===== src/design/cmlf_pkg.sv =====
// Constants, types and fetch-size encodings for the cache miss line-fill block
package cmlf_pkg;
  localparam int ADDR_W       = 32;
  localparam int DATA_W       = 32;
  localparam int LINE_WORDS   = 4;
  localparam int LINE_W       = DATA_W * LINE_WORDS;
  localparam int FIFO_DEPTH   = 16;
  localparam int WORD_BIT     = 1;
  localparam int WSEL_LO      = 2;
  localparam int WSEL_HI      = 3;
  localparam int LINE_LO      = 4;
  localparam int IDX_HI       = 10;
  localparam int IDX_HI_SPLIT = 9;
  localparam int IDX_W        = IDX_HI - LINE_LO + 1;
  localparam int TAG_W        = ADDR_W - LINE_LO;
  localparam int CNT_W        = 3;
  // Fetch sizes; SZ_WORD and SZ_LONG are driven on the bus fetch port, SZ_LINE is sent there as SZ_LONG
  localparam logic [1:0] SZ_WORD = 2'h0;
  localparam logic [1:0] SZ_LONG = 2'h1;
  localparam logic [1:0] SZ_LINE = 2'h2;
  // Line-fill select settings
  localparam logic [1:0] LFS_LAST_LONG = 2'h0;
  localparam logic [1:0] LFS_HALF_LONG = 2'h1;
  localparam int         LFS_LINE_BIT  = 1;
  localparam logic [1:0] WSEL_LAST     = 2'h3;
  localparam logic [CNT_W-1:0] BEATS_LINE = 3'h4;
  localparam logic [CNT_W-1:0] BEATS_ONE  = 3'h1;
  typedef enum logic [1:0] {ST_IDLE, ST_COPY, ST_BUSY, ST_HIT} cmlf_state_type;
endpackage


===== src/design/cmlf_fifo.sv =====
// Parameterised flip-flop FIFO with valid/ready on both sides
`timescale 1ns/1ps
`default_nettype none
module cmlf_fifo #(
  parameter int W = 32,
  parameter int D = 16
) (
  // Clock and reset
  input  wire logic         clk_sys,
  input  wire logic         rst,
  // Fill side
  input  wire logic         in_valid,
  output logic              in_ready,
  input  wire logic [W-1:0] in_data,
  // Drain side
  output logic              out_valid,
  input  wire logic         out_ready,
  output logic [W-1:0]      out_data
);
  localparam int PW = $clog2(D);
  logic [W-1:0] mem_r [D];
  logic [PW:0]  wr_ptr_r;
  logic [PW:0]  rd_ptr_r;
  logic         full;
  logic         empty;

  assign empty     = (wr_ptr_r == rd_ptr_r);
  assign full      = (wr_ptr_r[PW-1:0] == rd_ptr_r[PW-1:0]) && (wr_ptr_r[PW] != rd_ptr_r[PW]);
  assign in_ready  = !full;
  assign out_valid = !empty;
  assign out_data  = mem_r[rd_ptr_r[PW-1:0]];

  always_ff @(posedge clk_sys or posedge rst) begin
    if (rst) begin
      wr_ptr_r <= '0;
    end else if (in_valid && in_ready) begin
      wr_ptr_r <= wr_ptr_r + 1'b1;
    end
  end

  // Storage has no reset; only written entries are ever read
  always_ff @(posedge clk_sys) begin
    if (in_valid && in_ready) begin
      mem_r[wr_ptr_r[PW-1:0]] <= in_data;
    end
  end

  always_ff @(posedge clk_sys or posedge rst) begin
    if (rst) begin
      rd_ptr_r <= '0;
    end else if (out_valid && out_ready) begin
      rd_ptr_r <= rd_ptr_r + 1'b1;
    end
  end
endmodule
`default_nettype wire


===== src/design/cmlf_line_fill.sv =====
// Cache miss handling: fill buffer, wrap-order line fetch, MRU tracking and copy-back
`timescale 1ns/1ps
`default_nettype none
module cmlf_line_fill
  import cmlf_pkg::*;
(
  // Clock and reset
  input  wire logic              clk_sys,
  input  wire logic              rst,
  // Configuration
  input  wire logic              cache_on_bit,
  input  wire logic [1:0]        line_fill_select,
  input  wire logic              split_cfg,
  // Processor fetch request
  input  wire logic              req_valid,
  output logic                   req_ready,
  input  wire logic [ADDR_W-1:0] req_addr,
  input  wire logic              req_instr,
  input  wire logic              req_cacheable,
  input  wire logic              tag_hit,
  // Processor response
  output logic                   rsp_valid,
  input  wire logic              rsp_ready,
  output logic [DATA_W-1:0]      rsp_data,
  // External bus fetch port
  output logic                   bus_req_valid,
  input  wire logic              bus_req_ready,
  output logic [ADDR_W-1:0]      bus_req_addr,
  output logic [1:0]             bus_req_size,
  input  wire logic              bus_rd_valid,
  output logic                   bus_rd_ready,
  input  wire logic [DATA_W-1:0] bus_rd_data,
  // Cache array line write
  output logic                   arr_wr_valid,
  input  wire logic              arr_wr_ready,
  output logic [TAG_W-1:0]       arr_wr_line,
  output logic [LINE_W-1:0]      arr_wr_data
);
  cmlf_state_type        state_r;
  logic [ADDR_W-1:0]     cur_addr_r;
  logic                  cur_cached_r;
  logic [1:0]            cur_size_r;
  logic [CNT_W-1:0]      issue_cnt_r;
  logic [CNT_W-1:0]      beat_cnt_r;
  logic [DATA_W-1:0]     lfb_word_r [LINE_WORDS];
  logic [LINE_WORDS-1:0] lfb_valid_r;
  logic [TAG_W-1:0]      lfb_line_r;
  logic                  mru_r;
  logic [DATA_W-1:0]     hit_data_r;
  logic                  fifo_ov;
  logic                  drain_rdy;
  logic [DATA_W-1:0]     fifo_dout;
  logic                  accept;
  logic                  cached_ref;
  logic                  lfb_hit;
  logic                  miss;
  logic                  idx_match;
  logic                  lfb_full;
  logic [1:0]            req_wsel;
  logic [1:0]            new_size;
  logic [CNT_W-1:0]      nbeats;

  // Longword slot of beat n in a fetch that starts at the critical slot
  function automatic logic [1:0] wrap_sel(input logic [1:0] crit, input logic [CNT_W-1:0] n);
    wrap_sel = crit + n[1:0];
  endfunction

  // Array index comparison, narrower in the split arrangement
  function automatic logic same_index(input logic [ADDR_W-1:0] a, input logic [TAG_W-1:0] line,
                                      input logic split);
    logic [IDX_W-1:0] ia;
    logic [IDX_W-1:0] ib;
    ia = a[IDX_HI:LINE_LO];
    ib = line[IDX_W-1:0];
    if (split) begin
      ia[IDX_W-1] = 1'b0;
      ib[IDX_W-1] = 1'b0;
    end
    same_index = (ia == ib);
  endfunction

  assign req_wsel   = req_addr[WSEL_HI:WSEL_LO];
  assign accept     = req_valid && req_ready;
  assign cached_ref = cache_on_bit && req_cacheable;
  assign lfb_hit    = (req_addr[ADDR_W-1:LINE_LO] == lfb_line_r) && lfb_valid_r[req_wsel];
  assign miss       = cached_ref && !tag_hit && !lfb_hit;
  assign idx_match  = same_index(req_addr, lfb_line_r, split_cfg);
  assign lfb_full   = &lfb_valid_r;
  assign nbeats     = (cur_size_r == SZ_LINE) ? BEATS_LINE : BEATS_ONE;

  // Fetch size for a new request
  always_comb begin
    new_size = SZ_LONG;
    if (miss) begin
      if (!req_instr) begin
        new_size = SZ_LINE;
      end else if (line_fill_select[LFS_LINE_BIT]) begin
        new_size = SZ_LINE;
      end else if (line_fill_select == LFS_LAST_LONG) begin
        new_size = (req_wsel == WSEL_LAST) ? SZ_LONG : SZ_LINE;
      end else begin
        new_size = req_wsel[1] ? SZ_LONG : SZ_LINE;
      end
    end else if (req_instr && req_addr[WORD_BIT]) begin
      new_size = SZ_WORD;
    end
  end

  assign req_ready     = (state_r == ST_IDLE);
  assign bus_req_valid = (state_r == ST_BUSY) && (issue_cnt_r < nbeats);
  assign bus_req_size  = (cur_size_r == SZ_LINE) ? SZ_LONG : cur_size_r;
  assign bus_req_addr  = (cur_size_r == SZ_LINE)
                       ? {cur_addr_r[ADDR_W-1:LINE_LO],
                          wrap_sel(cur_addr_r[WSEL_HI:WSEL_LO], issue_cnt_r), 2'h0}
                       : cur_addr_r;
  // Critical word waits on the processor; the FIFO holds the stalled beats, at most 4 of its 16 entries, so it never backs up into the bus
  assign drain_rdy     = (state_r == ST_BUSY) && ((beat_cnt_r != '0) || rsp_ready);
  assign rsp_valid     = (state_r == ST_HIT)
                       || ((state_r == ST_BUSY) && (beat_cnt_r == '0) && fifo_ov);
  assign rsp_data      = (state_r == ST_HIT) ? hit_data_r : fifo_dout;
  assign arr_wr_valid  = (state_r == ST_COPY);
  assign arr_wr_line   = lfb_line_r;
  assign arr_wr_data   = {lfb_word_r[3], lfb_word_r[2], lfb_word_r[1], lfb_word_r[0]};

  cmlf_fifo #(.W(DATA_W), .D(FIFO_DEPTH)) u_fifo (
    .clk_sys   (clk_sys),
    .rst       (rst),
    .in_valid  (bus_rd_valid),
    .in_ready  (bus_rd_ready),
    .in_data   (bus_rd_data),
    .out_valid (fifo_ov),
    .out_ready (drain_rdy),
    .out_data  (fifo_dout)
  );

  always_ff @(posedge clk_sys or posedge rst) begin
    if (rst) begin
      state_r <= ST_IDLE;
    end else begin
      case (state_r)
        ST_IDLE: begin
          if (accept && miss) begin
            state_r <= (lfb_full && mru_r) ? ST_COPY : ST_BUSY;
          end else if (accept && cached_ref && !tag_hit) begin
            state_r <= ST_HIT;
          end else if (accept && !cached_ref) begin
            state_r <= ST_BUSY;
          end
        end
        ST_COPY: begin
          if (arr_wr_ready) begin
            state_r <= ST_BUSY;
          end
        end
        ST_BUSY: begin
          if (fifo_ov && drain_rdy && (beat_cnt_r == nbeats - 1'b1)) begin
            state_r <= ST_IDLE;
          end
        end
        ST_HIT: begin
          if (rsp_ready) begin
            state_r <= ST_IDLE;
          end
        end
        default: state_r <= ST_IDLE;
      endcase
    end
  end

  always_ff @(posedge clk_sys or posedge rst) begin
    if (rst) begin
      cur_addr_r   <= '0;
      cur_cached_r <= 1'b0;
      cur_size_r   <= SZ_LONG;
    end else if (accept) begin
      cur_addr_r   <= req_addr;
      cur_cached_r <= miss;
      cur_size_r   <= new_size;
    end
  end

  always_ff @(posedge clk_sys or posedge rst) begin
    if (rst) begin
      issue_cnt_r <= '0;
    end else if (accept) begin
      issue_cnt_r <= '0;
    end else if (bus_req_valid && bus_req_ready) begin
      issue_cnt_r <= issue_cnt_r + 1'b1;
    end
  end

  always_ff @(posedge clk_sys or posedge rst) begin
    if (rst) begin
      beat_cnt_r <= '0;
    end else if (accept) begin
      beat_cnt_r <= '0;
    end else if (fifo_ov && drain_rdy) begin
      beat_cnt_r <= beat_cnt_r + 1'b1;
    end
  end

  // Buffer words land in their wrapped slot as they drain
  always_ff @(posedge clk_sys or posedge rst) begin
    if (rst) begin
      for (int i = 0; i < LINE_WORDS; i++) begin
        lfb_word_r[i] <= '0;
      end
    end else if (fifo_ov && drain_rdy && cur_cached_r) begin
      lfb_word_r[wrap_sel(cur_addr_r[WSEL_HI:WSEL_LO], beat_cnt_r)] <= fifo_dout;
    end
  end

  // Valid flags are cleared when a cached fetch starts in ST_BUSY, after the copy-out of the old line if there is one
  always_ff @(posedge clk_sys or posedge rst) begin
    if (rst) begin
      lfb_valid_r <= '0;
      lfb_line_r  <= '0;
    end else if (state_r == ST_BUSY && cur_cached_r && beat_cnt_r == '0 && issue_cnt_r == '0) begin
      lfb_valid_r <= '0;
      lfb_line_r  <= cur_addr_r[ADDR_W-1:LINE_LO];
      if (fifo_ov && drain_rdy) begin
        lfb_valid_r[cur_addr_r[WSEL_HI:WSEL_LO]] <= 1'b1;
      end
    end else if (fifo_ov && drain_rdy && cur_cached_r) begin
      lfb_valid_r[wrap_sel(cur_addr_r[WSEL_HI:WSEL_LO], beat_cnt_r)] <= 1'b1;
    end
  end

  always_ff @(posedge clk_sys or posedge rst) begin
    if (rst) begin
      mru_r <= 1'b0;
    end else if (accept && miss) begin
      mru_r <= 1'b1;
    end else if (accept && cached_ref && tag_hit && idx_match) begin
      mru_r <= 1'b0;
    end
  end

  always_ff @(posedge clk_sys or posedge rst) begin
    if (rst) begin
      hit_data_r <= '0;
    end else if (accept && cached_ref && !tag_hit && lfb_hit) begin
      hit_data_r <= lfb_word_r[req_wsel];
    end
  end

  // A copy-back may stall on the array for any time, so only copy-free misses are timed here
  property p_miss_fetch;
    @(posedge clk_sys) disable iff (rst)
      (accept && miss && !(lfb_full && mru_r)) |=> bus_req_valid;
  endproperty
  a_miss_fetch: assert property (p_miss_fetch) else $error("Miss fetch not started");

  property p_data_line;
    @(posedge clk_sys) disable iff (rst)
      (accept && miss && !req_instr) |=> (cur_size_r == SZ_LINE);
  endproperty
  a_data_line: assert property (p_data_line) else $error("Data miss not a line fetch");

  property p_instr_last;
    @(posedge clk_sys) disable iff (rst)
      (accept && miss && req_instr && line_fill_select == LFS_LAST_LONG && req_wsel == WSEL_LAST)
      |=> (cur_size_r == SZ_LONG);
  endproperty
  a_instr_last: assert property (p_instr_last) else $error("Instruction miss size wrong");

  property p_wrap;
    @(posedge clk_sys) disable iff (rst)
      (bus_req_valid && cur_size_r == SZ_LINE && issue_cnt_r == '0)
      |-> (bus_req_addr[WSEL_HI:WSEL_LO] == cur_addr_r[WSEL_HI:WSEL_LO]);
  endproperty
  a_wrap: assert property (p_wrap) else $error("Critical longword not first");

  property p_mru_set;
    @(posedge clk_sys) disable iff (rst) (accept && miss) |=> mru_r ##1 mru_r;
  endproperty
  a_mru_set: assert property (p_mru_set) else $error("Indicator not set on miss");

  property p_mru_clr;
    @(posedge clk_sys) disable iff (rst) (accept && cached_ref && tag_hit && idx_match) |=> !mru_r;
  endproperty
  a_mru_clr: assert property (p_mru_clr) else $error("Indicator not cleared on hit");

  property p_copy;
    @(posedge clk_sys) disable iff (rst) arr_wr_valid |-> (mru_r && lfb_full);
  endproperty
  a_copy: assert property (p_copy) else $error("Copy of partial or stale buffer");

  property p_odd_word;
    @(posedge clk_sys) disable iff (rst)
      (accept && !cached_ref && req_instr && req_addr[WORD_BIT])
      |=> ##[0:2] (bus_req_size == SZ_WORD);
  endproperty
  a_odd_word: assert property (p_odd_word) else $error("Odd word fetch not word sized");
endmodule
`default_nettype wire


===== config.mk =====
export PLATFORM = sky130hd
export DESIGN_NAME = cmlf_line_fill
export DESIGN_NICKNAME = d
export VERILOG_FILES = /design/src/design/cmlf_pkg.sv /design/src/design/cmlf_fifo.sv /design/src/design/cmlf_line_fill.sv
export SDC_FILE = /design/constraint.sdc
export NUM_CORES = 1
export LEC_CHECK = 0
export BUFFER_PORTS_ARGS = -buffer_cell sky130_fd_sc_hd__buf_2
export CORE_ASPECT_RATIO = 1.2
export CORE_MARGIN = 10
export CORE_UTILIZATION = 40
export CTS_BUF_LIST = sky130_fd_sc_hd__clkbuf_4 sky130_fd_sc_hd__clkbuf_8
export CTS_CLUSTER_DIAMETER = 100
export DETAILED_ROUTE_END_ITERATION = 7
export PLACE_DENSITY = 0.61
export SKIP_CTS_REPAIR_TIMING = 1
export SLEW_MARGIN = 40
export SYNTH_ARGS = -nofsm -noshare
export SYNTH_HDL_FRONTEND = slang
export SYNTH_SLANG_ARGS = --single-unit

===== constraint.sdc =====
create_clock -name clk_sys -period 7.5 [get_ports clk_sys]
set_clock_uncertainty 0.05 [all_clocks]
set_input_delay 0.75 -clock clk_sys [delete_from_list [all_inputs] [get_ports clk_sys]]
set_output_delay 0.75 -clock clk_sys [all_outputs]
set_load 0.05 [all_outputs]

==> key figures <==
Synthesis
  • Primary FF master, synth: edfxtp_1
  • Netlist cell types: between 50 and 60
  • Netlist Area Pre-Place: 31,400 um2
  • Async S/R FF share, synth: 32.5%
  • Register area share after synthesis: 68.5%
  • Mean Syn Cell Area: around 19 um2
  • Mapped Cells: around 1,700
  • Post-synth net total: between 1,500 and 2,000
  • Post-synth EDFFs: a little over 500
  • Seq cells post-synth: ~760
  • Warnings from Yosys: 0

Timing
  • Worst rel slew slack: approximately 46%
  • RSZ-0062 raised after global routing: false
  • Slew at the pin closest to its max-slew limit: 815 ps
  • Setup TNS: 0 ps
  • Final Max Tran Viols: 0
  • Final Hold Viols: 0
  • Final WS setup: around 2500 ps
  • Fmax achieved: between 200 and 250 MHz
  • Min Tclk post-route: 4960 ps
  • Setup Viol. Count Final: 0
  • Hold WS: 188 ps
  • Tcrit/Tclk final: roughly two thirds

Worst setup path
  • Critical-path cell list: buf_12, buf_4, mux4_2, nor2b_1, a211oi_1, a21oi_1, mux2_2, buf_2
  • Worst path required time: around 6700 ps
  • Worst R2R Path Depth: 6
  • CP top delay family: buffers and inverters
  • Worst path depth: 8
  • CP Buf/Inv Count: 3
  • Reg2Reg Setup Slack: around 3700 ps
  • Critical R2R Launch: u_fifo.rd_ptr_r[2]
  • Largest stage delay on the critical path: approximately 760 ps
  • CP endpoint: rsp_data[17]
  • Startpoint type of the worst setup path: flop
  • R2r endpoint: u_fifo.mem_r[8][9]
  • Crit end category: output port
  • Critical path arrival: about 4200 ps
  • Max stage delay cell, worst path: dfrtp_4
  • CP Class: flop to output port
  • Worst setup path start: u_fifo.rd_ptr_r[0]
  • CP max FO: 33

Layout
  • Layout cells sized above 1: between 40% and 50%
  • Fill cells: around 6,700
  • Storage cell area: approximately 22,000 um2
  • Commonest cells after routing, fill and taps aside: 512 x edfxtp_1, 304 x buf_2, 241 x dfrtp_1
  • P&R area growth vs syn: 15.5%
  • Nets: ~2,100
  • Multi-input logic area: ~9200 um2
  • Most common cell after layout, fill and taps aside: edfxtp_1

Die
  • Initial Util: 40.3%
  • Core Area: 77,900 um2
  • Io pins: ~310
  • Die footprint: between 90,000 and 100,000 um2
  • Row cnt: between 100 and 150
  • Chip Width: around 280 um
  • Chip height: between 300 and 400 um

Routing
  • WL final: 79.6 mm
  • ANT nets after route: 0
  • Vias per cell: ~5.3
  • DRT Pass-1 Iters: 4
  • Wire per inst: roughly 25 um
  • Initial DRC count: 1,293
  • Overall via count from detail_route: about 17,000
  • # DRC: 0

Power
  • P per Cell Area: 451 nW/um2
  • Leak: ~14 nW
  • Sw Pwr: 6.87 mW
  • Seq pwr share: between 30% and 40%
  • Max IR drop VDD: 0.000240 V
  • Sw Ratio: between 40% and 50%
  • Logic pwr share: 42.2%
  • Int Pwr: about 9.5 mW
  • Clk pwr share: 21.5%

Clocking
  • CTS sink cnt: 758
  • Clk_lat worst skew: between 700 and 800 ps
  • CTS H-Tree Depth: 3
  • Total CTS buffers: ~110
  • CTS tree: built
  • Clock-pin slew on the worst setup and hold paths: about 70 ps
  • Clock root buffer master: clkbuf_8
  • Clock buffer depth: 3

Min path
  • Hold Crit Class: input pin to flop

Global routing
  • Grt met1 use: between 20% and 30%
  • Met3 Use GR: under 10%
  • Vias in the first global route: 17,700
  • Initial antenna violation count: 14
  • Global-route usage over all layers: 17.4%
  • Grt total ovfl: 0
  • M2 GR Usage: approximately 29%
  • First-pass GRT wire length: between 100 and 150 mm
  • Largest net degree at the start of global routing: around 100
  • GRT Max-Usage Layer: met2

Run
  • Max_cap viols: 0

Placement
  • PortBufs: ~300
  • Routability Congestion: ~0.84
  • Setup slack at placement: about 3200 ps
  • Placed wire-length estimate: 50.7 mm

Run status
  • Outcome: finished, final reports clean
## power by group through the flow
stage / registers (mW) / clock network [mW] / logic [mW]
final: 5.94 / 3.51 / 6.90
after global routing: 6.04 / 3.80 / 7.29
after CTS: 5.95 / 3.61 / 6.99
after detailed placement: 6.04 / 0 / 6.97
after global placement: 6.03 / 0 / 6.84
after floorplan: 6.97 / 0 / 4.19
## Yosys cell counts, types with 24 or more instances
master,instances,area share (%)
a211oi_1,33,0.79
a21oi_1,34,0.54
buf_2,24,0.38
buf_4,37,0.88
clkbuf_1,41,0.49
dfrtp_1,245,20
edfxtp_1,512,49
mux2_2,163,5.8
mux2_4,59,2.8
mux2i_1,35,1.1
mux4_2,161,12
nand2_1,109,1.3
nor2b_1,40,0.80
xor2_1,32,0.89
## kinds of logic (layout without fill, tap and decap cells)
| kind of cell | after synthesis | in the layout | share of synthesized area, % |
|---|---|---|---|
| adder cells (fa/ha/maj) | 12 | 12 | 0.478 |
| XOR/XNOR | 49 | 49 | 1.46 |
| flip-flops | 758 | 758 | 68.5 |
| multiplexers | 418 | 418 | 21.3 |
| other | 0 | 4 | 0 |
| AND/OR/NAND/NOR | 232 | 232 | 3.78 |
| AO/OA/AOI/OAI | 93 | 93 | 1.93 |
| buffers and inverters | 132 | 558 | 2.55 |
## state kept, by name (all words and copies together), names as in the netlist
| register | flops |
|---|---|
| arr_wr_data | 128 |
| arr_wr_line | 28 |
| cur_cached_r | 1 |
| mru_r | 1 |
| u_fifo.mem_r | 512 |
| u_fifo.rd_ptr_r | 5 |
| cur_addr_r | 32 |
| hit_data_r | 32 |
| lfb_valid_r | 4 |
| state_r | 2 |
| u_fifo.wr_ptr_r | 5 |
| beat_cnt_r | 3 |
| issue_cnt_r | 3 |
| cur_size_r | 2 |
## how the worst min path moves through the flow
| stage | startpoint | to | slack [ps] | cells past startpoint |
|---|---|---|---|---|
| CTS | rst | arr_wr_data[27] | -50 | 2 |
| detailed placement | cur_addr_r[1] | cur_addr_r[1] | 410 | 2 |
| global route | req_addr[0] | cur_addr_r[0] | 170 | 3 |
| finish | req_addr[0] | cur_addr_r[0] | 190 | 3 |
| floorplan | cur_addr_r[0] | cur_addr_r[0] | 390 | 2 |
| global placement | cur_addr_r[0] | cur_addr_r[0] | 410 | 2 |
## stage by stage
stage	utilization (%)	instances	power [mW]	instance area (um2)
finish	46.6	3150	16.4	36300
global route	46.6	3148	17.1	36300
global placement	43.3	2932	12.9	33800
CTS	46.6	3145	16.6	36300
floorplan	-	1694	11.2	31400
detailed placement	43.5	2937	13.0	33900
## final cells by class
type                    instances  share of cell area, %
clock inverters                46                   1.13
repair buffers                341                   5.13
inverters                       9                  0.103
well taps                    1026                   3.54
clock buffers                 162                   5.44
flip-flops and latches        758                   59.4
diodes                          4                 0.0276
multi-input cells             804                   25.3
## per-layer routing
layer | vias up | wire (um)
met5 | - | 79
met4 | 14 | 1860
met3 | 118 | 5440
met2 | 494 | 39500
met1 | 8787 | 32700
li1 | 7263 | -
## worst reg2reg max path, cell delays in order (launching register included)
cell	delay, ps
dfrtp_4	740
buf_4	610
xnor2_2	170
and4_1	270
a21boi_2	570
and3_2	510
buf_4	540
Power figures use the tool's default switching activity.
